`src/hw/pfq_regs.svh`:
```
`ifndef PFQ_REGS_SVH
`define PFQ_REGS_SVH

// ----------------------------------------------------------------
// Start-up read addresses
// ----------------------------------------------------------------
`define PFQ_SSP_HI_ADDR 32'h0000_0000
`define PFQ_SSP_LO_ADDR 32'h0000_0002
`define PFQ_PC_HI_ADDR  32'h0000_0004
`define PFQ_PC_LO_ADDR  32'h0000_0006

// ----------------------------------------------------------------
// Address arithmetic
// ----------------------------------------------------------------
`define PFQ_WORD_STEP   32'h0000_0002
`define PFQ_IACK_ADDR   32'h0000_0000
`define PFQ_VEC_LSB     2

// ----------------------------------------------------------------
// Reset values
// ----------------------------------------------------------------
`define PFQ_ADDR_RST    32'h0000_0000
`define PFQ_WORD_RST    16'h0000

`endif

```
`src/hw/pfq_pkg.sv`:
```
package pfq_pkg;

	// ----------------------------------------------------------------
	// Bus request
	// ----------------------------------------------------------------
	typedef struct packed {
		logic [31:0] addr;
		logic [15:0] wdata;
		logic        wr;
		logic        iack;
	} pfq_bus_type;

	// ----------------------------------------------------------------
	// Sequencer states
	// ----------------------------------------------------------------
	typedef enum logic [3:0] {
		S_SSPH, S_SSPL, S_PCH, S_PCL, S_FILL0, S_FILL1, S_RUN, S_EXT, S_NEXT,
		S_PUSHL, S_PUSHH, S_IACK, S_PUSHSR, S_VECH, S_VECL
	} pfq_state_type;

endpackage

```
`src/hw/pfq_busport.sv`:
```
module pfq_busport import pfq_pkg::*; (
	input  wire logic        clk_i,
	input  wire logic        rst_i,
	input  wire logic        ce_i,
	input  wire logic        want_i,
	input  wire pfq_bus_type cmd_i,
	input  wire logic        ack_i,
	output pfq_bus_type      bus_o,
	output logic             req_o,
	output logic             done_o
);
	`include "pfq_regs.svh"

	// ----------------------------------------------------------------
	// Request held until acknowledged
	// ----------------------------------------------------------------
	always_ff @(posedge clk_i) begin
		if (rst_i) begin
			req_o <= 1'b0;
			bus_o <= '0;
		end else if (ce_i) begin
			if (!req_o && want_i) begin
				req_o <= 1'b1;
				bus_o <= cmd_i;
			end else if (req_o && ack_i) begin
				req_o <= 1'b0;
			end
		end
	end

	assign done_o = ce_i & req_o & ack_i;
endmodule

```
`src/hw/pfq_prefetch.sv`:
```
// How it works
// - Two words queued, decoder word and next word, refetched alongside execution.
// - Execution start pulses only after opcode and following word are loaded.
// - Each extension word consumed triggers exactly one refill read.
// - Dropping the opcode for the next instruction issues its last stream read.
// - Branch discards both words and refills from the target; interrupt discards both.
// - Program counter equals address of the last stream word read.
// - Reset reads stack pointer at 0,2, counter at 4,6, then two words.
// - Interrupt pushes counter low, high, acknowledges, pushes status, reads vector, fills.
module pfq_prefetch import pfq_pkg::*; (
	input  wire logic        clk_i,
	input  wire logic        rst_i,
	input  wire logic        ce_i,
	input  wire logic        ext_use_i,
	input  wire logic        next_op_i,
	input  wire logic        branch_i,
	input  wire logic [31:0] target_i,
	input  wire logic        irq_take_i,
	input  wire logic [15:0] status_word_i,
	input  wire logic        ack_i,
	input  wire logic [15:0] rdata_i,
	output pfq_bus_type      bus_o,
	output logic             req_o,
	output logic [15:0]      ir_o,
	output logic [15:0]      ext_word_o,
	output logic             ext_valid_o,
	output logic             exec_start_o,
	output logic [31:0]      pc_o,
	output logic [31:0]      supervisor_stack_pointer_o,
	output logic             busy_o
);
	`include "pfq_regs.svh"

	pfq_state_type state_r, state_nxt;
	logic [15:0]   irc_r;
	logic [15:0]   hi_r;
	logic [15:0]   sr_r;
	logic [31:0]   vector_pointer_r;
	logic          want;
	logic          done;
	logic          acc;
	pfq_bus_type   cmd;

	function automatic logic [31:0] inc2(input logic [31:0] a);
		return a + `PFQ_WORD_STEP;
	endfunction

	function automatic logic [31:0] dec2(input logic [31:0] a);
		return a - `PFQ_WORD_STEP;
	endfunction

	assign acc = ce_i & (state_r == S_RUN);

	// ----------------------------------------------------------------
	// Bus command per state
	// ----------------------------------------------------------------
	always_comb begin
		cmd  = '0;
		want = 1'b1;
		unique case (state_r)
			S_SSPH:   cmd.addr = `PFQ_SSP_HI_ADDR;
			S_SSPL:   cmd.addr = `PFQ_SSP_LO_ADDR;
			S_PCH:    cmd.addr = `PFQ_PC_HI_ADDR;
			S_PCL:    cmd.addr = `PFQ_PC_LO_ADDR;
			S_FILL0:  cmd.addr = pc_o;
			S_FILL1, S_EXT, S_NEXT:
				cmd.addr = inc2(pc_o);
			S_RUN:    want = 1'b0;
			S_PUSHL: begin
				cmd.addr  = dec2(supervisor_stack_pointer_o);
				cmd.wdata = pc_o[15:0];
				cmd.wr    = 1'b1;
			end
			S_PUSHH: begin
				cmd.addr  = dec2(supervisor_stack_pointer_o);
				cmd.wdata = pc_o[31:16];
				cmd.wr    = 1'b1;
			end
			S_IACK: begin
				cmd.addr = `PFQ_IACK_ADDR;
				cmd.iack = 1'b1;
			end
			S_PUSHSR: begin
				cmd.addr  = dec2(supervisor_stack_pointer_o);
				cmd.wdata = sr_r;
				cmd.wr    = 1'b1;
			end
			S_VECH:   cmd.addr = vector_pointer_r;
			S_VECL:   cmd.addr = inc2(vector_pointer_r);
		endcase
	end

	pfq_busport u_port (
		.clk_i  (clk_i),
		.rst_i  (rst_i),
		.ce_i   (ce_i),
		.want_i (want),
		.cmd_i  (cmd),
		.ack_i  (ack_i),
		.bus_o  (bus_o),
		.req_o  (req_o),
		.done_o (done)
	);

	// ----------------------------------------------------------------
	// Next state
	// ----------------------------------------------------------------
	always_comb begin
		state_nxt = state_r;
		unique case (state_r)
			S_SSPH:   if (done) state_nxt = S_SSPL;
			S_SSPL:   if (done) state_nxt = S_PCH;
			S_PCH:    if (done) state_nxt = S_PCL;
			S_PCL:    if (done) state_nxt = S_FILL0;
			S_FILL0:  if (done) state_nxt = S_FILL1;
			S_FILL1, S_EXT, S_NEXT:
				if (done) state_nxt = S_RUN;
			S_RUN: begin
				if (ce_i && irq_take_i) state_nxt = S_PUSHL;
				else if (ce_i && branch_i) state_nxt = S_FILL0;
				else if (ce_i && next_op_i) state_nxt = S_NEXT;
				else if (ce_i && ext_use_i) state_nxt = S_EXT;
			end
			S_PUSHL:  if (done) state_nxt = S_PUSHH;
			S_PUSHH:  if (done) state_nxt = S_IACK;
			S_IACK:   if (done) state_nxt = S_PUSHSR;
			S_PUSHSR: if (done) state_nxt = S_VECH;
			S_VECH:   if (done) state_nxt = S_VECL;
			S_VECL:   if (done) state_nxt = S_FILL0;
		endcase
	end

	always_ff @(posedge clk_i) begin
		if (rst_i) begin
			state_r <= S_SSPH;
			busy_o  <= 1'b1;
		end else if (ce_i) begin
			state_r <= state_nxt;
			busy_o  <= (state_nxt != S_RUN);
		end
	end

	// ----------------------------------------------------------------
	// Prefetch queue
	// ----------------------------------------------------------------
	always_ff @(posedge clk_i) begin
		if (rst_i) begin
			ir_o       <= `PFQ_WORD_RST;
			irc_r      <= `PFQ_WORD_RST;
			ext_word_o <= `PFQ_WORD_RST;
		end else if (ce_i) begin
			if (done && state_r == S_FILL0) ir_o <= rdata_i;
			if (done && (state_r == S_FILL1 || state_r == S_EXT || state_r == S_NEXT))
				irc_r <= rdata_i;
			if (acc && !irq_take_i && !branch_i && next_op_i)
				ir_o <= irc_r;
			if (acc && !irq_take_i && !branch_i && !next_op_i && ext_use_i)
				ext_word_o <= irc_r;
		end
	end

	always_ff @(posedge clk_i) begin
		if (rst_i) begin
			ext_valid_o  <= 1'b0;
			exec_start_o <= 1'b0;
		end else if (ce_i) begin
			ext_valid_o  <= acc && !irq_take_i && !branch_i && !next_op_i && ext_use_i;
			exec_start_o <= done && (state_r == S_FILL1 || state_r == S_NEXT);
		end
	end

	// ----------------------------------------------------------------
	// Program counter, stack pointer, vector
	// ----------------------------------------------------------------
	always_ff @(posedge clk_i) begin
		if (rst_i) begin
			pc_o <= `PFQ_ADDR_RST;
			hi_r <= `PFQ_WORD_RST;
		end else if (ce_i) begin
			if (done && (state_r == S_PCH || state_r == S_VECH)) hi_r <= rdata_i;
			if (done && (state_r == S_PCL || state_r == S_VECL)) pc_o <= {hi_r, rdata_i};
			if (done && (state_r == S_FILL1 || state_r == S_EXT || state_r == S_NEXT))
				pc_o <= inc2(pc_o);
			if (acc && !irq_take_i && branch_i) pc_o <= target_i;
		end
	end

	always_ff @(posedge clk_i) begin
		if (rst_i) begin
			supervisor_stack_pointer_o <= `PFQ_ADDR_RST;
			sr_r                       <= `PFQ_WORD_RST;
			vector_pointer_r           <= `PFQ_ADDR_RST;
		end else if (ce_i) begin
			if (done && state_r == S_SSPH) supervisor_stack_pointer_o[31:16] <= rdata_i;
			if (done && state_r == S_SSPL) supervisor_stack_pointer_o[15:0] <= rdata_i;
			if (done && (state_r == S_PUSHL || state_r == S_PUSHH || state_r == S_PUSHSR))
				supervisor_stack_pointer_o <= dec2(supervisor_stack_pointer_o);
			if (acc && irq_take_i) sr_r <= status_word_i;
			if (done && state_r == S_IACK)
				vector_pointer_r <= {22'h0, rdata_i[7:0], 2'h0};
		end
	end
endmodule

```
`config.mk`:
```
export PLATFORM = sky130hd
export DESIGN_NAME = pfq_prefetch
export DESIGN_NICKNAME = d
export VERILOG_FILES = /design/src/hw/pfq_pkg.sv /design/src/hw/pfq_busport.sv /design/src/hw/pfq_prefetch.sv
export VERILOG_INCLUDE_DIRS = /design/src /design/src/hw
export SDC_FILE = /design/constraint.sdc
export NUM_CORES = 1
export LEC_CHECK = 0
export ABC_AREA = 1
export BUFFER_PORTS_ARGS = -buffer_cell sky130_fd_sc_hd__clkbuf_2
export CAP_MARGIN = 10
export CORE_MARGIN = 8
export CORE_UTILIZATION = 40
export CTS_CLUSTER_DIAMETER = 80
export DETAILED_ROUTE_END_ITERATION = 16
export GPL_TIMING_DRIVEN = 1
export PLACE_DENSITY = 0.58
export SLEW_MARGIN = 25
export SYNTH_ARGS = -nofsm -noshare
export SYNTH_HDL_FRONTEND = slang
export SYNTH_HIERARCHICAL = 1
export SYNTH_SLANG_ARGS = --single-unit
export TNS_END_PERCENT = 10
```
`constraint.sdc`:
```
create_clock -name clk_i -period 2 [get_ports clk_i]
set_input_delay 0.4 -clock clk_i [delete_from_list [all_inputs] [get_ports clk_i]]
set_output_delay 0.4 -clock clk_i [all_outputs]
set_load 0.005 [all_outputs]
```
After elaboration in Yosys (flattened, before gate mapping)
Index checks and enable logic that the tools add are counted.
- output and inout port bits: 150
- word-level logic and storage cells: 122
- register bits after elaboration: 210
- reductions and logical operators: 53
- equal/unequal tests: 15
- bitwise gates (word level): 3
- add/subtract/negate cells: 3
- multiplexer cells: 30
- operator list (cell ; number):
    32-bit case mux with 8 select lines ; 1
    32-bit 2-to-1 mux ; 4
    16-bit 2-to-1 mux ; 4
    4-bit 2-to-1 mux ; 15
    17-bit case mux with 3 select lines ; 1
    4-bit case mux with 12 select lines ; 1
    32-bit by 2-bit adder with 32-bit output (second input constant) ; 1
    32-bit by 2-bit subtractor with 32-bit output (second input constant) ; 1
    4-bit equality test (second input constant) ; 7
    1-bit logical AND ; 22
    2-bit AND reduction ; 11
    4-bit by 3-bit equality test with 1-bit output (second input constant) ; 4
    10-bit by 2-bit adder with 11-bit output (second input constant) ; 1
    4-bit by 2-bit equality test with 1-bit output (second input constant) ; 2
    2-bit nonzero test ; 4
    1-bit logical OR ; 7
    3-bit OR reduction ; 2
    4-bit by 1-bit equality test with 1-bit output (second input constant) ; 1
    1-bit logical NOT ; 4
    4-bit logical NOT ; 1
    1-bit 2-to-1 mux ; 4
    4-bit by 3-bit != test with 1-bit output (second input constant) ; 1
    1-bit AND ; 3
    3-bit nonzero test ; 1
    2-bit OR reduction ; 1

Depth between registers and ports, before layout
- depth in word-level cells: 7
- depth in mapped cells: 14

By module
Netlist, hierarchy kept.
- by module, submodules not included (module ; cells each ; instances ; area an instance (sq um)):
    pfq_prefetch ; 1508 ; 1 ; 9661.8
    pfq_busport ; 326 ; 1 ; 2122.0

Least setup slack after synthesis
No wires, ideal clock.
- kind: input-to-reg
- from: input port ack_i
- to: register pc_o[7]
- arrival time: 1634 ps
- data required time: 1889 ps
- buffers on the path: 2
- path slack: 256 ps
- stages: 10
- cells stage by stage: and3_1 -> nand2_2 -> inv_1 -> buf_2 -> nand2_1 -> nand2_2 -> buf_6 -> nand3_1 -> nand3_1 -> inv_1
- longest elaborated chain between the ends: 4
- elaborated cells on any way between the ends: 7
- those cells by class: mux (2); bitwise (1); reduce/logical (4)
- RTL lines (element ; RTL line ; source):
    start: declaration ; pfq_prefetch.sv:20 ; input wire logic ack_i,
    1-bit AND (*) ; pfq_busport.sv:31 ; assign done_o = ce_i & req_o & ack_i;
    1-bit logical AND (on tied branches) ; pfq_prefetch.sv:181, pfq_prefetch.sv:182 ;
    3-bit nonzero test (no source line) / 32-bit 2-to-1 mux (equally long branches) ; - ;
    2-bit AND reduction (no source line) / 32-bit 2-to-1 mux (equally long branches) ; - ;
    end signal: assignment ; pfq_prefetch.sv:181 ; if (done && (state_r == S_PCL || state_r == S_VECL)) pc_o <= {hi_r, rdata_i};
    end signal: assignment ; pfq_prefetch.sv:183 ; pc_o <= inc2(pc_o);
    end signal: assignment ; pfq_prefetch.sv:184 ; if (acc && !irq_take_i && branch_i) pc_o <= target_i;
    end: declaration ; pfq_prefetch.sv:28 ; output logic [31:0] pc_o,
Every way passes the cells marked *; elsewhere a longest branch is shown, timed or not.
A chain may end at the register's enable or synchronous reset.

Worst setup path in the final report
- from: register state_r[0]
- to: register supervisor_stack_pointer_o[28]
- longest elaborated chain between the ends: 6
- elaborated cells on any way between the ends: 11
- those cells by class: eq/ne (3); mux (1); reduce/logical (7)
- RTL lines (element ; RTL line ; source):
    start: declaration ; pfq_prefetch.sv:34 ; pfq_state_type state_r, state_nxt;
    start signal: assignment ; pfq_prefetch.sv:138 ; state_r <= state_nxt;
    4-bit equality test ; pfq_prefetch.sv:196 ; if (done && (state_r == S_PUSHL || state_r == S_PUSHH || state_r == S_PUSHSR))
    1-bit logical OR (2 in a row) ; pfq_prefetch.sv:196 ;
    1-bit logical AND ; pfq_prefetch.sv:196 ;
    2-bit nonzero test (no source line) ; - ;
    2-bit AND reduction (no source line) ; - ;
    end signal: assignment ; pfq_prefetch.sv:190 ; supervisor_stack_pointer_o <= `PFQ_ADDR_RST;
    end signal: assignment ; pfq_prefetch.sv:194 ; if (done && state_r == S_SSPH) supervisor_stack_pointer_o[31:16] <= rdata_i;
    end signal: assignment ; pfq_prefetch.sv:197 ; supervisor_stack_pointer_o <= dec2(supervisor_stack_pointer_o);
    end: declaration ; pfq_prefetch.sv:29 ; output logic [31:0] supervisor_stack_pointer_o,
Parallel ways exist; a longest one is shown, timed or not.

==> out/metrics.cfg <==
[grt]
antenna_found_initial=0
grt_pass1_vias=12800
grt_overflow=0
met2_usage_pct=44.6
grt_max_degree=50
top_usage_layer=met2
grt.total_usage_pct=29.0
grt_use_met1_pct=40.3
use_met3_pct=5.00
grt_pass1_wl_um=79700

[critical_path]
path_cells=inv_2, nor2_2, nand2_2, nand2_2, nor2_4, a21oi_4, inv_2, a21oi_1, a21oi_1
critPathLaunch=state_r[0]
cp_slowest_cell=dfxtp_2
critPathCaptureType=flop
cp.arrival_ns=2.30
slowest_delay_ns=0.46
critPathLaunchType=flop
crit_fanout=15
r2r_end=supervisor_stack_pointer_o[28]
r2r_cells=9
cp.required_ns=2.41
reg2reg_from=state_r[0]
reg2reg_slack_ns=0.11
crit_type=reg -> reg

[cts]
cts.path.max_buffers=3
htreeDepth=1
clkTransAtPathRegs_ns=0.07
numCtsBuffers=24
cts_sinks=210
cts_tree=done
cts-hold-fix-buffers=0
clk_latency_ns=0.54
root_buffer=clkbuf_16

[hold_path]
hold_path_depth=3
min_from=target_i[11]
holdPathEnd=pc_o[11]
hold_path.class=in -> reg

[floorplan]
num_rows=63
dieHeight_um=188
die_area_sq_um=35200
ioPinCount=222
core_area_sq_um=29300
start_util_pct=40.2
die_w_um=188

[synth]
netlist_area_sq_um=11800
ys_warn_count=6
syn_inst=1834
ys.flop_type=dfxtp_1
synth.area.top_cells=dfxtp_1 (36%), nand2_1 (15%), nor2_1 (9.7%), a21oi_1 (7.1%), o21ai_0 (5.1%)
synth_top_area_share_pct=35.7
yosysSeqAreaShare_pct=35.7
async_flop_share_pct=0
syn_nets=1908
yosysUniqueCellTypes=45
avgSynthCellArea_sq_um=6.43
synth_top_area_cell=dfxtp_1
ys_seq_elements=210
synth_edf_count=0

[sta]
grt_setup_unrepaired=yes
slew_headroom_pct=56.0
hold_viol=0
finClkSkew_ns=0.0151
period_needed_ns=1.89
finalSetupViolCount=0
slew_viol_final=0
fmax_ghz=0.528
worst_pin_slew_ns=0.654
post-route-period-util_pct=94.7
setup_tns_ns=0

[route]
routed_wl_um=53800
drc=0
drtPass1Iterations=7
drtAntennaViolNets=0
wl_per_cell_um=21.1
vias_per_cell=5.34
num_vias=13600
first_iter_violations=1503

[place]
gp_congestion=0.999
dpl.hpwl_um=41300
io_buffers=221
dp.cells=2496

[finish]
drive_gt1_share_pct=23.9
final_cells=2544
nets=2209
seqCellArea_sq_um=4220
area_delta_synth_final_pct=28.4
fillerInstances=3091
multi_input_area_sq_um=6470

[power_and_ir_drop]
vdd_ir_drop_max_uv=456
power_density_nw_per_um2=708
p_leak_nw=7.05

[flow_run]
max_cap_viol_count=0

[outcome]
status=completed

[stage by stage]
step           setup slack [ns]  total power, W  utilization [%]  hold WS, ns  area (sq um)
2_1_floorplan             0.256         0.00526                -        0.430         11800
3_3_place_gp            -0.0266         0.00594             48.1        0.441         14100
3_5_place_dp           -0.00214         0.00593             48.1        0.443         14100
4_1_cts                  0.0157          0.0107             51.1        0.127         15000
5_1_grt                 -0.0305          0.0111             51.6        0.142         15100
6_report                  0.106          0.0107             51.6        0.131         15100
[area by class of cell]
| cell class | instances | share of cell area, % |
|---|---|---|
| antenna | 1 | 0.0165 |
| timing repair buffer | 371 | 16.0 |
| inverter | 175 | 4.37 |
| clock buffer | 35 | 4.85 |
| clock inverter | 9 | 0.835 |
| multi-input combinational | 1353 | 42.8 |
| sequential | 210 | 27.9 |
| tap | 390 | 3.23 |
[cell usage after synthesis (2+ instances only)]
master / instances
a21oi_1: 167
a21oi_2: 9
a21oi_4: 2
a22oi_1: 4
a31oi_1: 7
buf_1: 4
buf_2: 26
buf_4: 14
buf_6: 14
clkbuf_1: 38
clkinv_2: 2
dfxtp_1: 210
ha_1: 2
inv_1: 157
inv_2: 16
nand2_1: 460
nand2_2: 10
nand2_4: 3
nand3_1: 97
nand4_1: 7
nor2_1: 303
nor2_2: 3
nor2_4: 8
nor3_1: 4
o2111ai_1: 3
o211ai_1: 16
o211ai_2: 2
o21ai_0: 119
o21ai_1: 50
o21bai_1: 2
o221ai_1: 24
o31ai_1: 2
xnor2_1: 16
xor2_1: 22
[cells by family after synthesis]
| logic type | count (synthesis) | synth area share (%) |
|---|---|---|
| and+or+nand+nor | 903 | 31.5 |
| AOI/OAI and AO/OA | 409 | 19.5 |
| buffers and inverters | 271 | 10.3 |
| DFF | 210 | 35.7 |
| xor gates and xnor gates | 38 | 2.82 |
| adders and majority gates | 2 | 0.212 |
| muxes | 1 | 0.0849 |
[worst max-delay path by stage]
| stage | end | slack [ns] | cells after the start |
|---|---|---|---|
| finish | supervisor_stack_pointer_o[28] | 0.11 | 9 |
| floorplan | pc_o[7] | 0.26 | 10 |
| global placement | u_port/bus_o[35] | -0.03 | 10 |
| detailed placement | u_port/bus_o[45] | -0.002 | 11 |
| CTS | u_port/bus_o[42] | 0.02 | 10 |
| global route | u_port/bus_o[42] | -0.03 | 11 |
[layer usage]
layer | vias up | routed length, um | part of all wire [%]
met5 | - | 0 | 0
met2 | 649 | 23400 | 43
met1 | 6272 | 23600 | 44
li1 | 6546 | - | -
met3 | 108 | 4680 | 8.7
met4 | 0 | 2090 | 3.9
[placed cells by master (no fill, tap or decap), types with 4 or more instances in the layout]
| cell | count |
|---|---|
| nor3_1 | 4 |
| nor2_4 | 11 |
| a21oi_1 | 167 |
| nand2_1 | 458 |
| o221ai_1 | 24 |
| dfxtp_1 | 195 |
| nand3_1 | 95 |
| o21ai_0 | 117 |
| a21oi_2 | 9 |
| clkbuf_16 | 26 |
| buf_12 | 14 |
| nor2_2 | 18 |
| nor2_1 | 285 |
| o211ai_1 | 16 |
| inv_1 | 156 |
| a31oi_1 | 7 |
| dfxtp_2 | 15 |
| clkinv_2 | 6 |
| xor2_1 | 22 |
| clkbuf_2 | 221 |
| nand4_1 | 7 |
| clkbuf_8 | 7 |
| xnor2_1 | 14 |
| a22oi_1 | 4 |
| inv_2 | 16 |
| o21ai_1 | 52 |
| buf_4 | 135 |
| nand2_2 | 12 |
[worst max-delay path: cells and delay by family (launching register included)]
| kind | cells | cell delay, ns |
|---|---|---|
| AO/OA/AOI/OAI | 3 | 0.55 |
| buffers and inverters | 2 | 0.24 |
| flip-flops | 1 | 0.46 |
| AND/OR/NAND/NOR | 4 | 0.51 |
[flip-flops by register name, summed over array words and instances (netlist names), 16 cells and up]
signal,cells
ext_word_o,16
hi_r,16
ir_o,16
irc_r,16
pc_o,32
sr_r,16
supervisor_stack_pointer_o,32
u_port/bus_o,50
[timing repair]
| action | in CTS | in global routing |
|---|---|---|
| setup endpoints to repair | 3 | 104 |
| gates cloned | 0 | 1 |
| gates resized for setup | 2 | 43 |
| pin swaps | 0 | 4 |
| buffers inserted | 0 | 2 |
[report_power, final]
| part | internal [W] | switching [W] |
|---|---|---|
| Combinational | 0.000521 | 0.000952 |
| Sequential | 0.00430 | 0.000103 |
| Clock | 0.00292 | 0.00191 |
(Power assumes the default switching activity.)
